--- src/pkg/astc_map.vh ---
`ifndef ASTC_MAP_VH
`define ASTC_MAP_VH

// Register byte offsets
`define ASTC_CTRL_OFS      12'h000
`define ASTC_STAT_OFS      12'h004
`define ASTC_RESULT_OFS    12'h008
`define ASTC_CMPMODE_OFS   12'h00C
`define ASTC_TIMER_OFS     12'h010
`define ASTC_CFG_OFS       12'h014

// Control register fields
`define ASTC_CTRL_CLKSEL_HI 7
`define ASTC_CTRL_CLKSEL_LO 6
`define ASTC_CTRL_CHLO_HI   5
`define ASTC_CTRL_CHLO_LO   3
`define ASTC_CTRL_GO        2
`define ASTC_CTRL_CH3       1
`define ASTC_CTRL_ON        0

// Status and config fields
`define ASTC_STAT_DONE      0
`define ASTC_CFG_INTREF     0
`define ASTC_CFG_IRQEN      1

// Reset values
`define ASTC_CTRL_RST       8'h00
`define ASTC_CMPMODE_RST    4'h0
`define ASTC_TIMER_RST      16'h0000

// Compare mode that routes the special event trigger here
`define ASTC_MODE_SPECIAL   4'hB

// Interval selection codes
`define ASTC_CLK_OSC2       2'h0
`define ASTC_CLK_OSC8       2'h1
`define ASTC_CLK_OSC32      2'h2
`define ASTC_CLK_RC         2'h3

// Timing
`define ASTC_CLK_PERIOD_NS  50
`define ASTC_HALF_OSC2      1
`define ASTC_HALF_OSC8      4
`define ASTC_HALF_OSC32     16
`define ASTC_RC_TAD_NS      4000
`define ASTC_RC_HALF_CYC    ((`ASTC_RC_TAD_NS / `ASTC_CLK_PERIOD_NS) / 2)
`define ASTC_INTREF_MULT    8
`define ASTC_CONV_TADS      13
`define ASTC_PHASES         4
`define ASTC_TRIG_PHASE     2'h1

`endif

--- src/astc_phase_gen.v ---
`timescale 1ns/10ps
`default_nettype none
`include "astc_map.vh"

module astc_phase_gen (
  input  wire       core_clk_in,
  input  wire       rst_in,
  output wire       q2_out,
  output wire       cyc_end_out
);

  reg [1:0] phase_q;
  reg       q2_q;
  reg       end_q;

  // Four oscillator phases per instruction cycle
  always @(posedge core_clk_in) begin
    if (rst_in) begin
      phase_q <= 2'h0;
      q2_q    <= 1'b0;
      end_q   <= 1'b0;
    end else begin
      phase_q <= phase_q + 2'h1;
      q2_q    <= (phase_q == (`ASTC_TRIG_PHASE - 2'h1));
      end_q   <= (phase_q == 2'h2);
    end
  end

  assign q2_out      = q2_q;
  assign cyc_end_out = end_q;

endmodule
`default_nettype wire

--- src/astc_tad_gen.v ---
`timescale 1ns/10ps
`default_nettype none
`include "astc_map.vh"

module astc_tad_gen #(
  parameter CNT_W = 12
) (
  input  wire       core_clk_in,
  input  wire       rst_in,
  input  wire       run_in,
  input  wire [1:0] clk_sel_in,
  input  wire       int_ref_in,
  output wire       tad_rise_out,
  output wire       tad_fall_out
);

  localparam [CNT_W-1:0] HALF_OSC2  = `ASTC_HALF_OSC2;
  localparam [CNT_W-1:0] HALF_OSC8  = `ASTC_HALF_OSC8;
  localparam [CNT_W-1:0] HALF_OSC32 = `ASTC_HALF_OSC32;
  localparam [CNT_W-1:0] HALF_RC    = `ASTC_RC_HALF_CYC;
  localparam [CNT_W-1:0] REF_MULT   = `ASTC_INTREF_MULT;

  reg [CNT_W-1:0] half_base;
  reg [CNT_W-1:0] half_len;
  reg [CNT_W-1:0] cnt_q;
  reg             level_q;
  reg             rise_q;
  reg             fall_q;
  wire            wrap;

  // Half interval length in core clocks
  always @* begin
    case (clk_sel_in)
      `ASTC_CLK_OSC2:  half_base = HALF_OSC2;
      `ASTC_CLK_OSC8:  half_base = HALF_OSC8;
      `ASTC_CLK_OSC32: half_base = HALF_OSC32;
      default:         half_base = HALF_RC;
    endcase
    half_len = int_ref_in ? half_base * REF_MULT : half_base;
  end

  assign wrap = (cnt_q == half_len - 1'b1);

  always @(posedge core_clk_in) begin
    if (rst_in || !run_in) begin
      cnt_q   <= {CNT_W{1'b0}};
      level_q <= 1'b0;
      rise_q  <= 1'b0;
      fall_q  <= 1'b0;
    end else begin
      cnt_q   <= wrap ? {CNT_W{1'b0}} : cnt_q + 1'b1;
      level_q <= wrap ? ~level_q : level_q;
      rise_q  <= wrap & ~level_q;
      fall_q  <= wrap & level_q;
    end
  end

  assign tad_rise_out = rise_q;
  assign tad_fall_out = fall_q;

endmodule
`default_nettype wire

--- src/astc_top.v ---
`timescale 1ns/10ps
`default_nettype none
`include "astc_map.vh"

module astc_top #(
  parameter RES_W = 12,
  parameter TMR_W = 16
) (
  input  wire        core_clk_in,
  input  wire        rst_in,
  input  wire        psel_in,
  input  wire        penable_in,
  input  wire        pwrite_in,
  input  wire [11:0] paddr_in,
  input  wire [31:0] pwdata_in,
  output wire [31:0] prdata_out,
  output wire        pready_out,
  output wire        pslverr_out,
  input  wire        special_trig_in,
  input  wire        cmp_in,
  output wire [3:0]  chan_out,
  output wire        conv_on_out,
  output wire        conv_go_out,
  output wire        conv_done_out
);

  localparam [3:0] LAST_IDX = `ASTC_CONV_TADS;
  localparam [3:0] FIN_IDX  = `ASTC_CONV_TADS - 1;

  reg  [1:0]       clk_sel_q;
  reg  [3:0]       chan_q;
  reg              go_q;
  reg              on_q;
  reg              done_q;
  reg  [3:0]       mode_q;
  reg              int_ref_q;
  reg              irq_en_q;
  reg  [TMR_W-1:0] timer_q;
  reg  [RES_W-1:0] res_q;
  reg  [RES_W-1:0] sar_q;
  reg  [RES_W-1:0] mask_q;
  reg  [3:0]       tad_idx_q;
  reg              run_q;
  reg              fin_q;
  reg              trig_pend_q;
  reg              cmp_meta_q;
  reg              cmp_q;
  reg              pready_q;
  reg              pslverr_q;
  reg  [31:0]      prdata_q;
  reg  [31:0]      rd_d;
  reg              hit_d;

  wire             q2;
  wire             cyc_end;
  wire             tad_rise;
  wire             tad_fall;
  wire             acc;
  wire             wr;
  wire             wr_ctrl;
  wire             wr_go;
  wire             wr_on;
  wire             trig_now;
  wire             trig_spec;
  wire             trig_fire;
  wire             sw_start;
  wire             sw_abort;
  wire             last_tad;

  astc_phase_gen u_phase (
    .core_clk_in (core_clk_in),
    .rst_in      (rst_in),
    .q2_out      (q2),
    .cyc_end_out (cyc_end)
  );

  astc_tad_gen u_tad (
    .core_clk_in  (core_clk_in),
    .rst_in       (rst_in),
    .run_in       (run_q),
    .clk_sel_in   (clk_sel_q),
    .int_ref_in   (int_ref_q),
    .tad_rise_out (tad_rise),
    .tad_fall_out (tad_fall)
  );

  // APB: one wait state, write and read take effect with pready high
  assign acc     = psel_in & penable_in & pready_q;
  assign wr      = acc & pwrite_in;
  assign wr_ctrl = wr & (paddr_in == `ASTC_CTRL_OFS);
  assign wr_go   = pwdata_in[`ASTC_CTRL_GO];
  assign wr_on   = pwdata_in[`ASTC_CTRL_ON];

  // Go only starts when converter was already on
  assign sw_start = wr_ctrl & wr_go & wr_on & on_q & ~go_q;
  // Clearing go or power while busy aborts
  assign sw_abort = wr_ctrl & go_q & (~wr_go | ~wr_on);

  // Trigger acted on in the second phase only
  assign trig_now  = trig_pend_q & q2;
  assign trig_spec = trig_now & (mode_q == `ASTC_MODE_SPECIAL);
  assign trig_fire = trig_spec & on_q & ~go_q;

  assign last_tad = (tad_idx_q == LAST_IDX);

  always @* begin
    hit_d = 1'b1;
    rd_d  = 32'h0000_0000;
    case (paddr_in)
      `ASTC_CTRL_OFS:
        rd_d[7:0] = {clk_sel_q, chan_q[2:0], go_q, chan_q[3], on_q};
      `ASTC_STAT_OFS:
        rd_d[`ASTC_STAT_DONE] = done_q;
      `ASTC_RESULT_OFS:
        rd_d[RES_W-1:0] = res_q;
      `ASTC_CMPMODE_OFS:
        rd_d[3:0] = mode_q;
      `ASTC_TIMER_OFS:
        rd_d[TMR_W-1:0] = timer_q;
      `ASTC_CFG_OFS:
        rd_d[1:0] = {irq_en_q, int_ref_q};
      default:
        hit_d = 1'b0;
    endcase
  end

  always @(posedge core_clk_in) begin
    if (rst_in) begin
      pready_q  <= 1'b0;
      pslverr_q <= 1'b0;
      prdata_q  <= 32'h0000_0000;
    end else begin
      pready_q  <= psel_in & penable_in & ~pready_q;
      pslverr_q <= psel_in & penable_in & ~pready_q & ~hit_d;
      if (psel_in & penable_in & ~pready_q & ~pwrite_in)
        prdata_q <= rd_d;
      else
        prdata_q <= 32'h0000_0000;
    end
  end

  // Comparator from the analog side
  always @(posedge core_clk_in) begin
    if (rst_in) begin
      cmp_meta_q <= 1'b0;
      cmp_q      <= 1'b0;
    end else begin
      cmp_meta_q <= cmp_in;
      cmp_q      <= cmp_meta_q;
    end
  end

  // Trigger held until the next second phase
  always @(posedge core_clk_in) begin
    if (rst_in)
      trig_pend_q <= 1'b0;
    else if (trig_now)
      trig_pend_q <= special_trig_in;
    else if (special_trig_in)
      trig_pend_q <= 1'b1;
  end

  // Period timer, one count per instruction cycle
  always @(posedge core_clk_in) begin
    if (rst_in)
      timer_q <= `ASTC_TIMER_RST;
    else if (trig_spec)
      timer_q <= {TMR_W{1'b0}};
    else if (wr && paddr_in == `ASTC_TIMER_OFS)
      timer_q <= pwdata_in[TMR_W-1:0];
    else if (cyc_end)
      timer_q <= timer_q + 1'b1;
  end

  // Configuration registers
  always @(posedge core_clk_in) begin
    if (rst_in) begin
      clk_sel_q <= 2'h0;
      chan_q    <= 4'h0;
      on_q      <= 1'b0;
      mode_q    <= `ASTC_CMPMODE_RST;
      int_ref_q <= 1'b0;
      irq_en_q  <= 1'b0;
    end else begin
      if (wr_ctrl) begin
        clk_sel_q <= pwdata_in[`ASTC_CTRL_CLKSEL_HI:`ASTC_CTRL_CLKSEL_LO];
        chan_q    <= {pwdata_in[`ASTC_CTRL_CH3], pwdata_in[`ASTC_CTRL_CHLO_HI:`ASTC_CTRL_CHLO_LO]};
        on_q      <= wr_on;
      end
      if (wr && paddr_in == `ASTC_CMPMODE_OFS)
        mode_q <= pwdata_in[3:0];
      if (wr && paddr_in == `ASTC_CFG_OFS) begin
        int_ref_q <= pwdata_in[`ASTC_CFG_INTREF];
        irq_en_q  <= pwdata_in[`ASTC_CFG_IRQEN];
      end
    end
  end

  // Conversion sequencing and successive approximation
  always @(posedge core_clk_in) begin
    if (rst_in) begin
      go_q      <= 1'b0;
      run_q     <= 1'b0;
      fin_q     <= 1'b0;
      done_q    <= 1'b0;
      tad_idx_q <= 4'h0;
      sar_q     <= {RES_W{1'b0}};
      mask_q    <= {RES_W{1'b0}};
      res_q     <= {RES_W{1'b0}};
    end else begin
      if (wr && paddr_in == `ASTC_STAT_OFS && pwdata_in[`ASTC_STAT_DONE])
        done_q <= 1'b0;
      if (sw_start || trig_fire) begin
        go_q      <= 1'b1;
        run_q     <= 1'b1;
        fin_q     <= 1'b0;
        tad_idx_q <= 4'h0;
        sar_q     <= {RES_W{1'b0}};
        mask_q    <= {RES_W{1'b0}};
      end else if (sw_abort) begin
        go_q   <= 1'b0;
        run_q  <= 1'b0;
        res_q  <= sar_q & ~mask_q;
        mask_q <= {RES_W{1'b0}};
      end else if (wr_ctrl && wr_go && !go_q) begin
        go_q <= 1'b0;
      end else if (run_q && tad_rise && !fin_q) begin
        tad_idx_q <= tad_idx_q + 4'h1;
        if (mask_q != {RES_W{1'b0}} && !cmp_q)
          sar_q <= (sar_q & ~mask_q) | (mask_q >> 1);
        else if (tad_idx_q == 4'h0)
          sar_q <= {1'b1, {(RES_W-1){1'b0}}};
        else
          sar_q <= sar_q | (mask_q >> 1);
        mask_q <= (tad_idx_q == 4'h0) ? {1'b1, {(RES_W-1){1'b0}}} : (mask_q >> 1);
        if (tad_idx_q == FIN_IDX) begin
          fin_q  <= 1'b1;
          done_q <= 1'b1;
          res_q  <= (!cmp_q) ? (sar_q & ~mask_q) : sar_q;
        end
      end else if (run_q && tad_fall && fin_q && last_tad) begin
        go_q  <= 1'b0;
        run_q <= 1'b0;
        fin_q <= 1'b0;
      end
    end
  end

  assign prdata_out    = prdata_q;
  assign pready_out    = pready_q;
  assign pslverr_out   = pslverr_q;
  assign chan_out      = chan_q;
  assign conv_on_out   = on_q;
  assign conv_go_out   = go_q;
  assign conv_done_out = done_q;

endmodule
`default_nettype wire

--- config.mk ---
export PLATFORM = sky130hd
export DESIGN_NAME = astc_top
export DESIGN_NICKNAME = d
export VERILOG_FILES = /design/src/astc_phase_gen.v /design/src/astc_tad_gen.v /design/src/astc_top.v
export VERILOG_INCLUDE_DIRS = /design/src /design/src/pkg
export SDC_FILE = /design/constraint.sdc
export NUM_CORES = 1
export LEC_CHECK = 0
export BUFFER_PORTS_ARGS = -buffer_cell sky130_fd_sc_hd__buf_2
export CELL_PAD_IN_SITES_DETAIL_PLACEMENT = 0
export CELL_PAD_IN_SITES_GLOBAL_PLACEMENT = 1
export CORE_ASPECT_RATIO = 1.25
export CORE_UTILIZATION = 47
export CTS_BUF_LIST = sky130_fd_sc_hd__clkbuf_8
export CTS_CLUSTER_DIAMETER = 50
export DETAILED_ROUTE_END_ITERATION = 16
export PLACE_DENSITY_LB_ADDON = 0.1
export REMOVE_ABC_BUFFERS = 1
export SLEW_MARGIN = 20
export SYNTH_ARGS = -nofsm -noshare
export SYNTH_HDL_FRONTEND = slang
export SYNTH_SLANG_ARGS = --single-unit
--- constraint.sdc ---
create_clock -name core_clk_in -period 5.4 [get_ports core_clk_in]
set_input_delay 0.81 -clock core_clk_in [delete_from_list [all_inputs] [get_ports core_clk_in]]
set_output_delay 0.81 -clock core_clk_in [all_outputs]
set_load 0.02 [all_outputs]
==> PnR_summary.wiki <==
{| class="wikitable"
! Metric !! Value
|-
| Status || finished clean
|-
| Total setup buffers inserted after CTS || 0
|-
| Crit start category || input port
|-
| Worst IR Drop VDD || 0.118 mV
|-
| Worst r2r src || int_ref_q
|-
| Worst endpoint required time || 5.71 ns
|-
| I/O pins || 92
|-
| Number of hold violations in the final report || 0
|-
| Maximum fanout count along the critical path || 24
|-
| Final period util || 58.6%
|-
| Post_cts resized || 0
|-
| Total Routed Length || 13.4 mm
|-
| Slack of the worst reg-to-reg path || 2.42 ns
|-
| Antenna violations before repair || 0
|-
| Total DRC errors in the routed layout || 0
|-
| TritonCTS clock tree || done
|-
| Port Buffer Count || 59
|-
| Async set or reset register ratio after synthesis || 0%
|-
| Synthesized-area fraction occupied by xor and xnor cells || 4.95%
|-
| Flops & latches, synth || 113
|-
| Total congestion overflow || 0
|-
| Largest net degree at the start of global routing || 38
|-
| Number of nets with antenna violations after routing || 0
|-
| Part of the total power dissipated in sequential elements || 50.8%
|-
| Number of distinct library cells after synthesis || 57
|-
| Hold depth || 1
|-
| Switching pwr || 393 uW
|-
| Average detailed-routed wire length per instance || 16.2 microns
|-
| Fraction of final layout cells with drive strength greater than 1 || 16.2%
|-
| Warning count from the yosys run || 0
|-
| Buffer type at the clock tree root || clkbuf_8
|-
| Number of search-and-repair iterations in the first detailed-routing pass || 4
|-
| Floorplan die height || 121 microns
|-
| Setup violations, final || 0
|-
| Area fraction of the dominant cell type after synthesis || 42.6%
|-
| Horiz. Die Dim || 97.1 microns
|-
| Clk Latency, worst-skew pair || 0.42 ns
|-
| Number of nets in the layout || 739
|-
| First DRT Iteration DRCs || 206
|-
| Total Neg Setup Slack || 0 ns
|-
| Core area || 0.0110 sq mm
|-
| Number of buffers inserted by hold repair at cts || 0
|-
| Final weighted congestion in routability-driven placement || 0.849
|-
| Setup skew after layout || 0.00831 ns
|-
| Synth Area in Compound Gates || 18.2%
|-
| Min-Delay Startpoint || u_phase.phase_q[0]
|-
| Net Sw Frac || 23.7%
|-
| Number of clock sinks || 113
|-
| Endpoint of the most critical register-to-register path || u_tad.cnt_q[8]
|-
| Cell area power density || 278 mW/mm^2
|-
| Initial core utilization || 48.2%
|-
| Multiplexer area fraction after synthesis || 2.26%
|-
| Global-route wire length before repair || 21.6 mm
|-
| Transition time of the tightest slew-check pin || 1.04 ns
|-
| Simple-Gate Fraction of Synth Area || 23.6%
|-
| Most instantiated flip-flop cell in the synthesis netlist || dfxtp_1
|-
| Crit Path Category || in2reg
|-
| Design internal power || 1.27 mW
|-
| Number of core rows || 43
|-
| Worst r2r path cells || 8
|-
| Via count of the first global-routing pass || 4291
|-
| Post-synthesis cell area || 0.00531 sq mm
|-
| Arrival time at the worst endpoint || 3.47 ns
|-
| Diode insertion count for antenna repair || 0
|-
| Worst Setup End Kind || flip-flop
|-
| Power share of the clock group || 45.5%
|-
| Count of final max-slew check failures || 0
|-
| Placed wire-length estimate || 9.56 mm
|-
| Depth of the CTS H-tree || 4
|-
| Post-Synthesis Cells || 633
|-
| Vias per std cell || 5.50
|-
| Post-synthesis average cell area || 8.39 sq um
|-
| Worst hold-check path type || reg2reg
|-
| Count of maximum capacitance violations || 0
|-
| Post-layout power || 1.66 mW
|-
| Clock transition at the registers of the reported paths || 0.07 ns
|-
| Worst-case headroom to the max-slew limit || 30.4%
|-
| Hold EP || u_phase.phase_q[0]
|-
| Leakage component of the power || 2.18 nW
|-
| Combinational cell fraction of total power || 3.7%
|-
| Cts bufs inserted || 17
|-
| Main combinational cell family by area after synthesis || simple AND/OR/NAND/NOR gates
|-
| Time the worst path needs with I/O delays and setup || 3.16 ns
|-
| Top cells by area, synth || dfxtp_1 43%, nor2_1 5.5%, nand2_1 4.9%
|-
| DIE AREA || 0.0117 sq mm
|-
| Post-synth EDFFs || 0
|-
| Area Growth Syn to Fin || 12.5%
|-
| Max clock buf depth || 2
|-
| Total routing usage reported by global routing || 23.4%
|-
| Adder-cell area share of the yosys netlist || 1.88%
|-
| Share of synthesized area occupied by flip-flops and latches || 42.6%
|-
| Setup repair after global routing missed its margin || no
|-
| F_max || 316 MHz
|-
| Library cell occupying the most area in the post-synthesis netlist || dfxtp_1
|-
| Overall via count from detail_route || 4550
|}
power groups by stage:
stage,Combinational [mW],Sequential [mW],Clock (mW)
6_report,0.0609,0.842,0.755
5_1_grt,0.0667,0.842,0.811
4_1_cts,0.0608,0.842,0.773
3_5_place_dp,0.0605,0.861,0
3_3_place_gp,0.0598,0.861,0
2_1_floorplan,0.0267,0.861,0
critical path: stages:
cell	delay, ns
buf_2	0.11
nor4_4	0.30
nand4_2	0.22
nor4_1	0.85
a211o_1	0.71
a2111oi_0	0.21
a31o_1	0.24
sequential cells by signal, indices dropped and copies added, names as in the netlist, 4 cells and up:
signal and count:
prdata_out 16, timer_q 16, mask_q 12, res_q 12, sar_q 12, u_tad.cnt_q 12
chan_out 4, mode_q 4, tad_idx_q 4
cells in the mapped netlist, types with 16 or more instances:
cell and count:
a211oi_1 19, a21oi_1 40, buf_4 16, clkbuf_1 29
dfxtp_1 113, inv_1 25, nand2_1 70, nand3_1 24
nor2_1 78, nor3_1 16, o21ai_0 19, xor2_1 19
cell type report:
cell class	instances	area (sq um)
clock buffers	18	248
clock inverters	13	123
fillers	1080	5050
inverters	25	93.8
multi-input cells	462	2770
flip-flops and latches	113	2260
well taps	135	169
repair buffers	61	310
logic make-up after synthesis:
family / Yosys count
AO/OA/AOI/OAI: 139
XOR/XNOR: 30
adder cells (fa/ha/maj): 8
buffers and inverters: 73
flip-flops: 113
multiplexers: 12
other: 1
AND/OR/NAND/NOR: 257
worst max-delay path by stage:
stage,slack [ns],endpoint,cells past startpoint,startpoint
after floorplan,2.44,res_q[11],6,paddr_in[9]
final,2.24,res_q[11],7,paddr_in[9]
after global routing,1.99,res_q[11],7,paddr_in[5]
after CTS,2.27,res_q[11],7,paddr_in[9]
after global placement,1.84,res_q[11],7,paddr_in[9]
after detailed placement,1.82,res_q[11],7,paddr_in[9]
metrics by stage:
stage,utilization (%),instance area [sq um],worst slack [ns],hold slack (ns),instances
after floorplan,-,5120,2.44,0.388,600
after global placement,50.8,5600,1.84,0.403,796
after detailed placement,50.8,5600,1.82,0.404,796
after CTS,54.1,5970,2.27,0.428,827
after global routing,54.2,5970,1.99,0.460,827
final,54.2,5970,2.24,0.432,827
cell usage in the layout (no fill, tap or decap), types with 11 or more instances in the layout:
cell type	n
conb_1	16
dfxtp_1	113
a22oi_1	11
xor2_1	19
o21ai_0	19
nor2_1	78
a21oi_1	40
nand2_1	70
nor3_1	16
mux2i_1	12
inv_1	27
nor2b_1	12
xnor2_1	11
nand3_1	23
a211oi_1	19
buf_2	59
clkbuf_8	18
per-layer routing:
metal  up-vias  global-route usage (%)  wire (microns)  part of all wire, %
li1       2290                       -               -                    -
met1      2143                    28.2            6010                   45
met2       100                    40.7            6670                   50
met3        17                    4.72             424                  3.2
met4         0                    9.24             257                  1.9
met5         -                       0               0                    0
Note: power is estimated with default switching activity, not from simulation.
